### src/common/cscap_pkg.sv
// Package for the colour sensor capacitor-count configuration block.
// Assumes a single 40 MHz core clock; no imports anywhere.
package cscap_pkg;

  // Two-wire slave address and register addresses
  localparam logic [6:0] SLAVE_ADDR     = 7'h74;
  localparam logic [7:0] ADDR_RED_CAP   = 8'h06;
  localparam logic [7:0] ADDR_GREEN_CAP = 8'h07;
  localparam logic [7:0] ADDR_BLUE_CAP  = 8'h08;
  localparam logic [7:0] ADDR_CLEAR_CAP = 8'h09;

  // Field layout and reset values
  localparam int         CAP_W         = 4;
  localparam logic [3:0] CAP_RESET_VAL = 4'hF;
  localparam int         NUM_CHAN      = 4;

  // Reset pulse limit, kept for the bench
  localparam int CLK_PERIOD_PS    = 25000;
  localparam int RESET_MIN_NS     = 1000;
  localparam int RESET_MIN_CYCLES = (RESET_MIN_NS * 1000 + CLK_PERIOD_PS - 1) / CLK_PERIOD_PS;

  typedef enum logic [2:0] {
    CSCAP_IDLE,
    CSCAP_RX,
    CSCAP_ACK,
    CSCAP_TX,
    CSCAP_TX_ACK
  } cscap_state_e;

  // Capacitor settings, one nibble per channel
  typedef struct packed {
    logic [3:0] red;
    logic [3:0] green;
    logic [3:0] blue;
    logic [3:0] clear;
  } cscap_caps_s;

  // Capacitor selections driven to the analog array
  typedef struct packed {
    logic [4:0] red;
    logic [4:0] green;
    logic [4:0] blue;
    logic [4:0] clear;
  } cscap_sel_s;

endpackage

### src/core/cscap_sync.sv
// Two-flop synchroniser for one pin level.
// Assumes the input is asynchronous to i_ref_clk.
`timescale 1ns/1ps
`default_nettype none
module cscap_sync
#(
  parameter logic RST_VAL = 1'b1
)
(
  input  wire logic i_ref_clk,
  input  wire logic i_rst_n,
  input  wire logic i_async,
  output logic      o_sync
);

  typedef struct packed {
    logic meta;
    logic sync;
  } cscap_sync_s;

  cscap_sync_s state_reg;
  cscap_sync_s state_next;

  // First stage feeds only the second
  always_comb
  begin
    state_next.meta = i_async;
    state_next.sync = state_reg.meta;
  end

  // Reset value is a parameter, never logic, so the reset branch stays constant
  always_ff @(posedge i_ref_clk or negedge i_rst_n)
  begin
    if (!i_rst_n)
      state_reg <= {2{RST_VAL}};
    else
      state_reg <= state_next;
  end

  assign o_sync = state_reg.sync;

endmodule // cscap_sync
`default_nettype wire

### src/core/cscap_config.sv
// Capacitor-count configuration registers behind a two-wire slave port.
// Assumes an external pull-up on the data pin and an external reset pulse.
//
// Operation
// - Every capacitor-count register resets to 0x0F, the largest selection.
// - Count value n selects n plus one capacitors, one to sixteen.
// - Red, green, blue and clear each keep an independent count.
// - Sleep high powers analog down and freezes the core logic.
// - Active-low reset loads every register's reset value at once, without a clock.
// - Data pin is never driven high; a one releases the pin.
// - Red, green, blue, clear counts sit at addresses 0x06 to 0x09.
// - Slave address 0x74; write is address, register, data, each acknowledged.
`timescale 1ns/1ps
`default_nettype none
module cscap_config
(
  input  wire logic              i_ref_clk,
  input  wire logic              i_rst_n,
  input  wire logic              i_sleep,
  input  wire logic              i_serial_clock_in,
  input  wire logic              i_serial_data_in,
  output logic                   o_serial_data_out,
  output logic                   o_serial_data_oe_n,
  output cscap_pkg::cscap_caps_s o_caps,
  output cscap_pkg::cscap_sel_s  o_cap_sel,
  output logic                   o_analog_pd
);

  typedef struct packed {
    cscap_pkg::cscap_state_e st;
    logic                    scl_d;
    logic                    sda_d;
    logic [3:0]              bit_cnt;
    logic [7:0]              shift;
    logic [1:0]              byte_idx;
    logic                    rd_mode;
    logic [7:0]              reg_addr;
    logic                    drive_low;
    cscap_pkg::cscap_caps_s  caps;
    cscap_pkg::cscap_sel_s   sel;
    logic                    pd;
  } cscap_cfg_s;

  cscap_cfg_s state_reg;
  cscap_cfg_s state_next;
  logic       scl_s;
  logic       sda_s;
  logic       sleep_s;
  logic       scl_rise;
  logic       scl_fall;
  logic       start_c;
  logic       stop_c;
  logic [7:0] rd_data;
  logic       run_en;

  // Pins pass two flops before any logic looks at them
  cscap_sync
  #(
    .RST_VAL (1'b1)
  )
  u_sync_scl
  (
    .i_ref_clk (i_ref_clk),
    .i_rst_n   (i_rst_n),
    .i_async   (i_serial_clock_in),
    .o_sync    (scl_s)
  );

  cscap_sync
  #(
    .RST_VAL (1'b1)
  )
  u_sync_sda
  (
    .i_ref_clk (i_ref_clk),
    .i_rst_n   (i_rst_n),
    .i_async   (i_serial_data_in),
    .o_sync    (sda_s)
  );

  // Sleep synchroniser resets high so the core stays frozen until the pin is seen low
  cscap_sync
  #(
    .RST_VAL (1'b1)
  )
  u_sync_sleep
  (
    .i_ref_clk (i_ref_clk),
    .i_rst_n   (i_rst_n),
    .i_async   (i_sleep),
    .o_sync    (sleep_s)
  );

  // Edge and bus-condition detection on synchronised levels
  assign scl_rise = scl_s & ~state_reg.scl_d;
  assign scl_fall = ~scl_s & state_reg.scl_d;
  assign start_c  = scl_s & state_reg.scl_d & state_reg.sda_d & ~sda_s;
  assign stop_c   = scl_s & state_reg.scl_d & ~state_reg.sda_d & sda_s;
  assign run_en   = ~sleep_s;

  // Readback mux; unmapped addresses read zero
  always_comb
  begin
    rd_data = 8'h00;
    case (state_reg.reg_addr)
      cscap_pkg::ADDR_RED_CAP   : rd_data = {4'h0, state_reg.caps.red};
      cscap_pkg::ADDR_GREEN_CAP : rd_data = {4'h0, state_reg.caps.green};
      cscap_pkg::ADDR_BLUE_CAP  : rd_data = {4'h0, state_reg.caps.blue};
      cscap_pkg::ADDR_CLEAR_CAP : rd_data = {4'h0, state_reg.caps.clear};
      default                   : rd_data = 8'h00;
    endcase
  end

  // Protocol engine: bytes shift in on rising SCL, ACK and data change on falling SCL
  always_comb
  begin
    state_next       = state_reg;
    state_next.scl_d = scl_s;
    state_next.sda_d = sda_s;
    state_next.pd    = sleep_s;
    if (start_c)
    begin
      state_next.st        = cscap_pkg::CSCAP_RX;
      state_next.bit_cnt   = 4'h0;
      state_next.byte_idx  = 2'h0;
      state_next.drive_low = 1'b0;
    end
    else if (stop_c)
    begin
      state_next.st        = cscap_pkg::CSCAP_IDLE;
      state_next.drive_low = 1'b0;
    end
    else
    begin
      case (state_reg.st)
        cscap_pkg::CSCAP_IDLE :
          state_next.drive_low = 1'b0;
        cscap_pkg::CSCAP_RX :
        begin
          if (scl_rise)
          begin
            state_next.shift   = {state_reg.shift[6:0], sda_s};
            state_next.bit_cnt = state_reg.bit_cnt + 4'h1;
          end
          else if (scl_fall && state_reg.bit_cnt == 4'h8)
          begin
            state_next.bit_cnt = 4'h0;
            state_next.st      = cscap_pkg::CSCAP_ACK;
            if (state_reg.byte_idx == 2'h0)
            begin
              // Foreign address: release the bus until next START
              if (state_reg.shift[7:1] == cscap_pkg::SLAVE_ADDR)
              begin
                state_next.drive_low = 1'b1;
                state_next.rd_mode   = state_reg.shift[0];
              end
              else
                state_next.st = cscap_pkg::CSCAP_IDLE;
            end
            else if (state_reg.byte_idx == 2'h1)
            begin
              state_next.reg_addr  = state_reg.shift;
              state_next.drive_low = 1'b1;
            end
            else
            begin
              state_next.drive_low = 1'b1;
              case (state_reg.reg_addr)
                cscap_pkg::ADDR_RED_CAP   : state_next.caps.red   = state_reg.shift[3:0];
                cscap_pkg::ADDR_GREEN_CAP : state_next.caps.green = state_reg.shift[3:0];
                cscap_pkg::ADDR_BLUE_CAP  : state_next.caps.blue  = state_reg.shift[3:0];
                cscap_pkg::ADDR_CLEAR_CAP : state_next.caps.clear = state_reg.shift[3:0];
                default                   : state_next.caps = state_reg.caps;
              endcase
            end
          end
        end
        cscap_pkg::CSCAP_ACK :
        begin
          // ACK bit spans one SCL low-high-low; release on its falling edge
          if (scl_fall)
          begin
            state_next.drive_low = 1'b0;
            if (state_reg.byte_idx == 2'h0 && state_reg.rd_mode)
            begin
              state_next.st        = cscap_pkg::CSCAP_TX;
              state_next.shift     = rd_data;
              state_next.drive_low = ~rd_data[7];
              state_next.bit_cnt   = 4'h1;
            end
            else
            begin
              state_next.st = cscap_pkg::CSCAP_RX;
              if (state_reg.byte_idx != 2'h3)
                state_next.byte_idx = state_reg.byte_idx + 2'h1;
            end
          end
        end
        cscap_pkg::CSCAP_TX :
        begin
          if (scl_fall)
          begin
            if (state_reg.bit_cnt == 4'h8)
            begin
              state_next.drive_low = 1'b0;
              state_next.st        = cscap_pkg::CSCAP_TX_ACK;
            end
            else
            begin
              state_next.drive_low = ~state_reg.shift[3'(4'h7 - state_reg.bit_cnt)];
              state_next.bit_cnt   = state_reg.bit_cnt + 4'h1;
            end
          end
        end
        cscap_pkg::CSCAP_TX_ACK :
        begin
          // Master NACK ends the read; ACK resends the same byte
          if (scl_rise)
          begin
            if (sda_s)
              state_next.st = cscap_pkg::CSCAP_IDLE;
            else
            begin
              state_next.st      = cscap_pkg::CSCAP_ACK;
              state_next.byte_idx = 2'h0;
            end
          end
        end
        default :
          state_next.st = cscap_pkg::CSCAP_IDLE;
      endcase
    end
    // Capacitor selection is count plus one
    state_next.sel.red   = {1'b0, state_next.caps.red}   + 5'h01;
    state_next.sel.green = {1'b0, state_next.caps.green} + 5'h01;
    state_next.sel.blue  = {1'b0, state_next.caps.blue}  + 5'h01;
    state_next.sel.clear = {1'b0, state_next.caps.clear} + 5'h01;
  end

  // Sleep acts as a clock gate: state holds, only power-down flag tracks
  always_ff @(posedge i_ref_clk or negedge i_rst_n)
  begin
    if (!i_rst_n)
    begin
      state_reg            <= '0;
      state_reg.st         <= cscap_pkg::CSCAP_IDLE;
      state_reg.scl_d      <= 1'b1;
      state_reg.sda_d      <= 1'b1;
      state_reg.pd         <= 1'b1;
      state_reg.caps.red   <= cscap_pkg::CAP_RESET_VAL;
      state_reg.caps.green <= cscap_pkg::CAP_RESET_VAL;
      state_reg.caps.blue  <= cscap_pkg::CAP_RESET_VAL;
      state_reg.caps.clear <= cscap_pkg::CAP_RESET_VAL;
      state_reg.sel        <= {4{5'h10}};
    end
    else if (run_en)
      state_reg <= state_next;
    else
      state_reg.pd <= 1'b1;
  end

  // Pin drives only low; output value is a constant zero
  assign o_serial_data_out  = 1'b0;
  assign o_serial_data_oe_n = ~state_reg.drive_low;
  assign o_caps             = state_reg.caps;
  assign o_cap_sel          = state_reg.sel;
  assign o_analog_pd        = state_reg.pd;

endmodule // cscap_config
`default_nettype wire

### config.mk
export PLATFORM = sky130hd
export DESIGN_NAME = cscap_config
export DESIGN_NICKNAME = d
export VERILOG_FILES = /design/src/common/cscap_pkg.sv /design/src/core/cscap_sync.sv /design/src/core/cscap_config.sv
export SDC_FILE = /design/constraint.sdc
export NUM_CORES = 1
export LEC_CHECK = 0
export BUFFER_PORTS_ARGS = -buffer_cell sky130_fd_sc_hd__buf_2
export CORE_MARGIN = 2
export CORE_UTILIZATION = 35
export CTS_CLUSTER_DIAMETER = 80
export DETAILED_ROUTE_END_ITERATION = 16
export PLACE_DENSITY = 0.51
export SLEW_MARGIN = 20
export SYNTH_ARGS = -nofsm -noshare
export SYNTH_HDL_FRONTEND = slang
export SYNTH_SLANG_ARGS = --single-unit
### constraint.sdc
create_clock -name i_ref_clk -period 3.6 [get_ports i_ref_clk]
set_clock_uncertainty 0.2 [all_clocks]
set_input_delay 0.72 -clock i_ref_clk [delete_from_list [all_inputs] [get_ports i_ref_clk]]
set_output_delay 0.72 -clock i_ref_clk [all_outputs]
set_load 0.01 [all_outputs]
==> results.yml <==
floorplan:
  dieArea_um2: 13000
  die-width_um: 114
  die_h_um: 114
  start_util_pct: 35.5
  core_um2: 11900
  ioPinCount: 44
  fp-row-count: 40
clock_network:
  postCtsSetupBuffers: 0
  cts_buffers: 9
  root_buffer: "clkbuf_16"
  cts_buffer_depth: 2
  clk_latency_ns: 0.33
  htreeDepth: 3
  cts_resized: 0
  clk_pin_slew_ns: 0.05
  ctsHoldBuffers: 0
  cts_tree: "built"
  clkSinkCount: 72
finish:
  fin_area_um2: 4660
  finalNonFillerCells: 563
  nNetsFinal: 425
  utilization_pct: 39.1
  most-common-layout-cells: "nand2_1, dfrtp_1, buf_2"
  fillCellCount: 1190
  layout-drive-gt1-share_pct: 35.1
  largest_reg_flops: 29
  multiInputGateArea_um2: 2000
  area_growth_pct: 10.2
  final_common_cell: "nand2_1"
  diodes: 0
  register_area_um2: 1840
place:
  gp_congestion: 0.845
  dpl.hpwl_mm: 6.41
  portBuffers: 42
  placed_area_um2: 4290
  dp_cells: 547
  dpl_worst_slack_ns: 0.651
sta:
  finalHoldViolCount: 0
  setup_violations: 0
  finalMaxSlewViolations: 0
  worst_slack_ns: 0.624
  worstMarginPinSlew_ns: 0.914
  fin_crit_sh_pct: 82.7
  whs_ns: 0.155
  fin_crit_ns: 2.98
  rsz0062_at_grt: "no"
  max_slew_margin_pct: 39.1
  setup-tns-final_ns: 0
  fmax_ghz: 0.336
worst_setup_path:
  worstSetupPathType: "flop to flop"
  endpoint_kind: "flop"
  reg2reg_setup_slack_ns: 0.62
  startpoint_type: "flop"
  r2r_cells: 6
  required_ns: 3.61
  cp_data_arrival_time_ns: 2.99
  cp_max_fo: 15
synthesis:
  synth_top_family_by_area: "simple AND/OR/NAND/NOR gates"
  synthArstFlopShare_pct: 100
  netlist_instances: 413
  synthSimpleGateAreaFrac_pct: 16.1
  yosysTopAreaCellShare_pct: 25.5
  synth_fa_ha_area_share_pct: 2.67
  synth_edf_count: 0
  synth_xor_area_share_pct: 1.87
  synth-compound-area-share_pct: 12.6
  ys_ff_latch: 72
  yosys.cell_types.count: 58
  synthFlopType: "dfrtp_1"
  yosysWarnings: 0
  synth.area.top_cells: "dfrtp_1, dfstp_2, mux2_2"
  yosysTopAreaCell: "dfrtp_1"
  synthMuxAreaShare_pct: 13.9
  syn-cell-area_um2: 4230
  syn_nets: 427
  synth_area_per_cell_um2: 10.2
  seq_area_frac_synth_pct: 43.5
routing:
  routedWlPerCell_um: 16.3
  wl_mm: 9.19
  antenna_left: 0
  vias: 2967
  drtPass1Iterations: 6
  viasPerCell: 5.27
  drt_iter0_markers: 182
  drc: 0
power_and_ir_drop:
  power_density_nw_per_um2: 473
  p_leak_nw: 2.02
  p_total_mw: 2.20
  ir_drop_v: 0.000269
hold_path:
  min_path_cells: 0
  hp-class: "flop to flop"
global_route:
  met1_usage_pct: 18.5
  gr-usage-all-layers_pct: 14.9
  grt_use_met2_pct: 25.8
  grt_start_max_net_pins: 73
  top_usage_layer: "met2"
  antenna_found_initial: 0
  grt_pass1_vias: 2900
  met3_usage_pct: 3.56
  grt_pass1_wl_mm: 15.3
  grt.overflow.total: 0
flow_run:
  cap_violations: 0
status:
  outcome: "completed"
## layout make-up
class	instances	area share [%]
clock buffers	12	5.72
well taps	147	3.95
clock inverters	4	2.12
flip-flops and latches	72	39.5
repair buffers	45	5.05
inverters	10	0.806
multi-input cells	273	42.9
## routing by layer
metal / up-vias / part of all wire (%)
met2: 74 / 49
met5: - / 0
li1: 1446 / -
met4: 0 / 1.2
met1: 1438 / 46
met3: 9 / 4.1
## report_power, final
| group | internal (mW) | switching, mW | total (mW) |
|---|---|---|---|
| sequential | 0.851 | 0.0717 | 0.923 |
| combinational | 0.0811 | 0.126 | 0.207 |
| clock | 0.735 | 0.337 | 1.07 |
| total | 1.67 | 0.534 | 2.20 |
## kinds of logic (layout without fill, tap and decap cells)
kind of cell	Yosys count	in the layout
and+or+nand+nor	122	122
AOI/OAI and AO/OA	81	81
DFF	72	72
buffers and inverters	68	71
muxes	51	51
adders and majority gates	9	9
xor gates and xnor gates	9	9
other	1	1
## path summary, 6_finish.rpt
kind                                            start                  end
hold / removal             u_sync_sleep.state_next[0]  u_sync_sleep.o_sync
setup reg to reg                        state_reg[63]        o_cap_sel[11]
setup / recovery                        state_reg[63]        o_cap_sel[11]
hold reg to reg            u_sync_sleep.state_next[0]  u_sync_sleep.o_sync
max in group asynchronous                     i_rst_n        o_cap_sel[12]
min in group asynchronous                     i_rst_n         o_cap_sel[8]
## worst max-delay path, cell delays in order (launching register included)
cell	delay, ns
dfrtp_1	0.58
or3b_1	0.50
nand4b_4	0.27
nor3_4	0.35
mux2_2	0.39
ha_1	0.30
mux2_2	0.26
## cell usage after synthesis (2+ instances only)
cell / n
nand2_1: 45
dfrtp_1: 43
mux2_2: 40
buf_4: 37
dfstp_2: 29
o21ai_0: 25
clkbuf_1: 19
nor2_1: 17
nand3_1: 11
a21oi_1: 10
inv_1: 10
a22oi_1: 9
ha_1: 9
mux2i_1: 9
xnor2_1: 7
nand2b_1: 6
nor3_1: 6
o21ai_1: 6
o31ai_1: 6
nand4_1: 4
nor2b_1: 4
o22ai_1: 4
a221oi_1: 3
a311oi_1: 3
and3_1: 3
nor3b_1: 3
a211o_1: 2
a2bb2oi_1: 2
and3b_1: 2
mux4_2: 2
nand3_4: 2
nand3b_1: 2
nand4b_1: 2
nor2_2: 2
nor4_1: 2
o21bai_1: 2
o41ai_1: 2
or4_1: 2
xor2_1: 2
No activity file was read; power rests on OpenSTA's default activity.
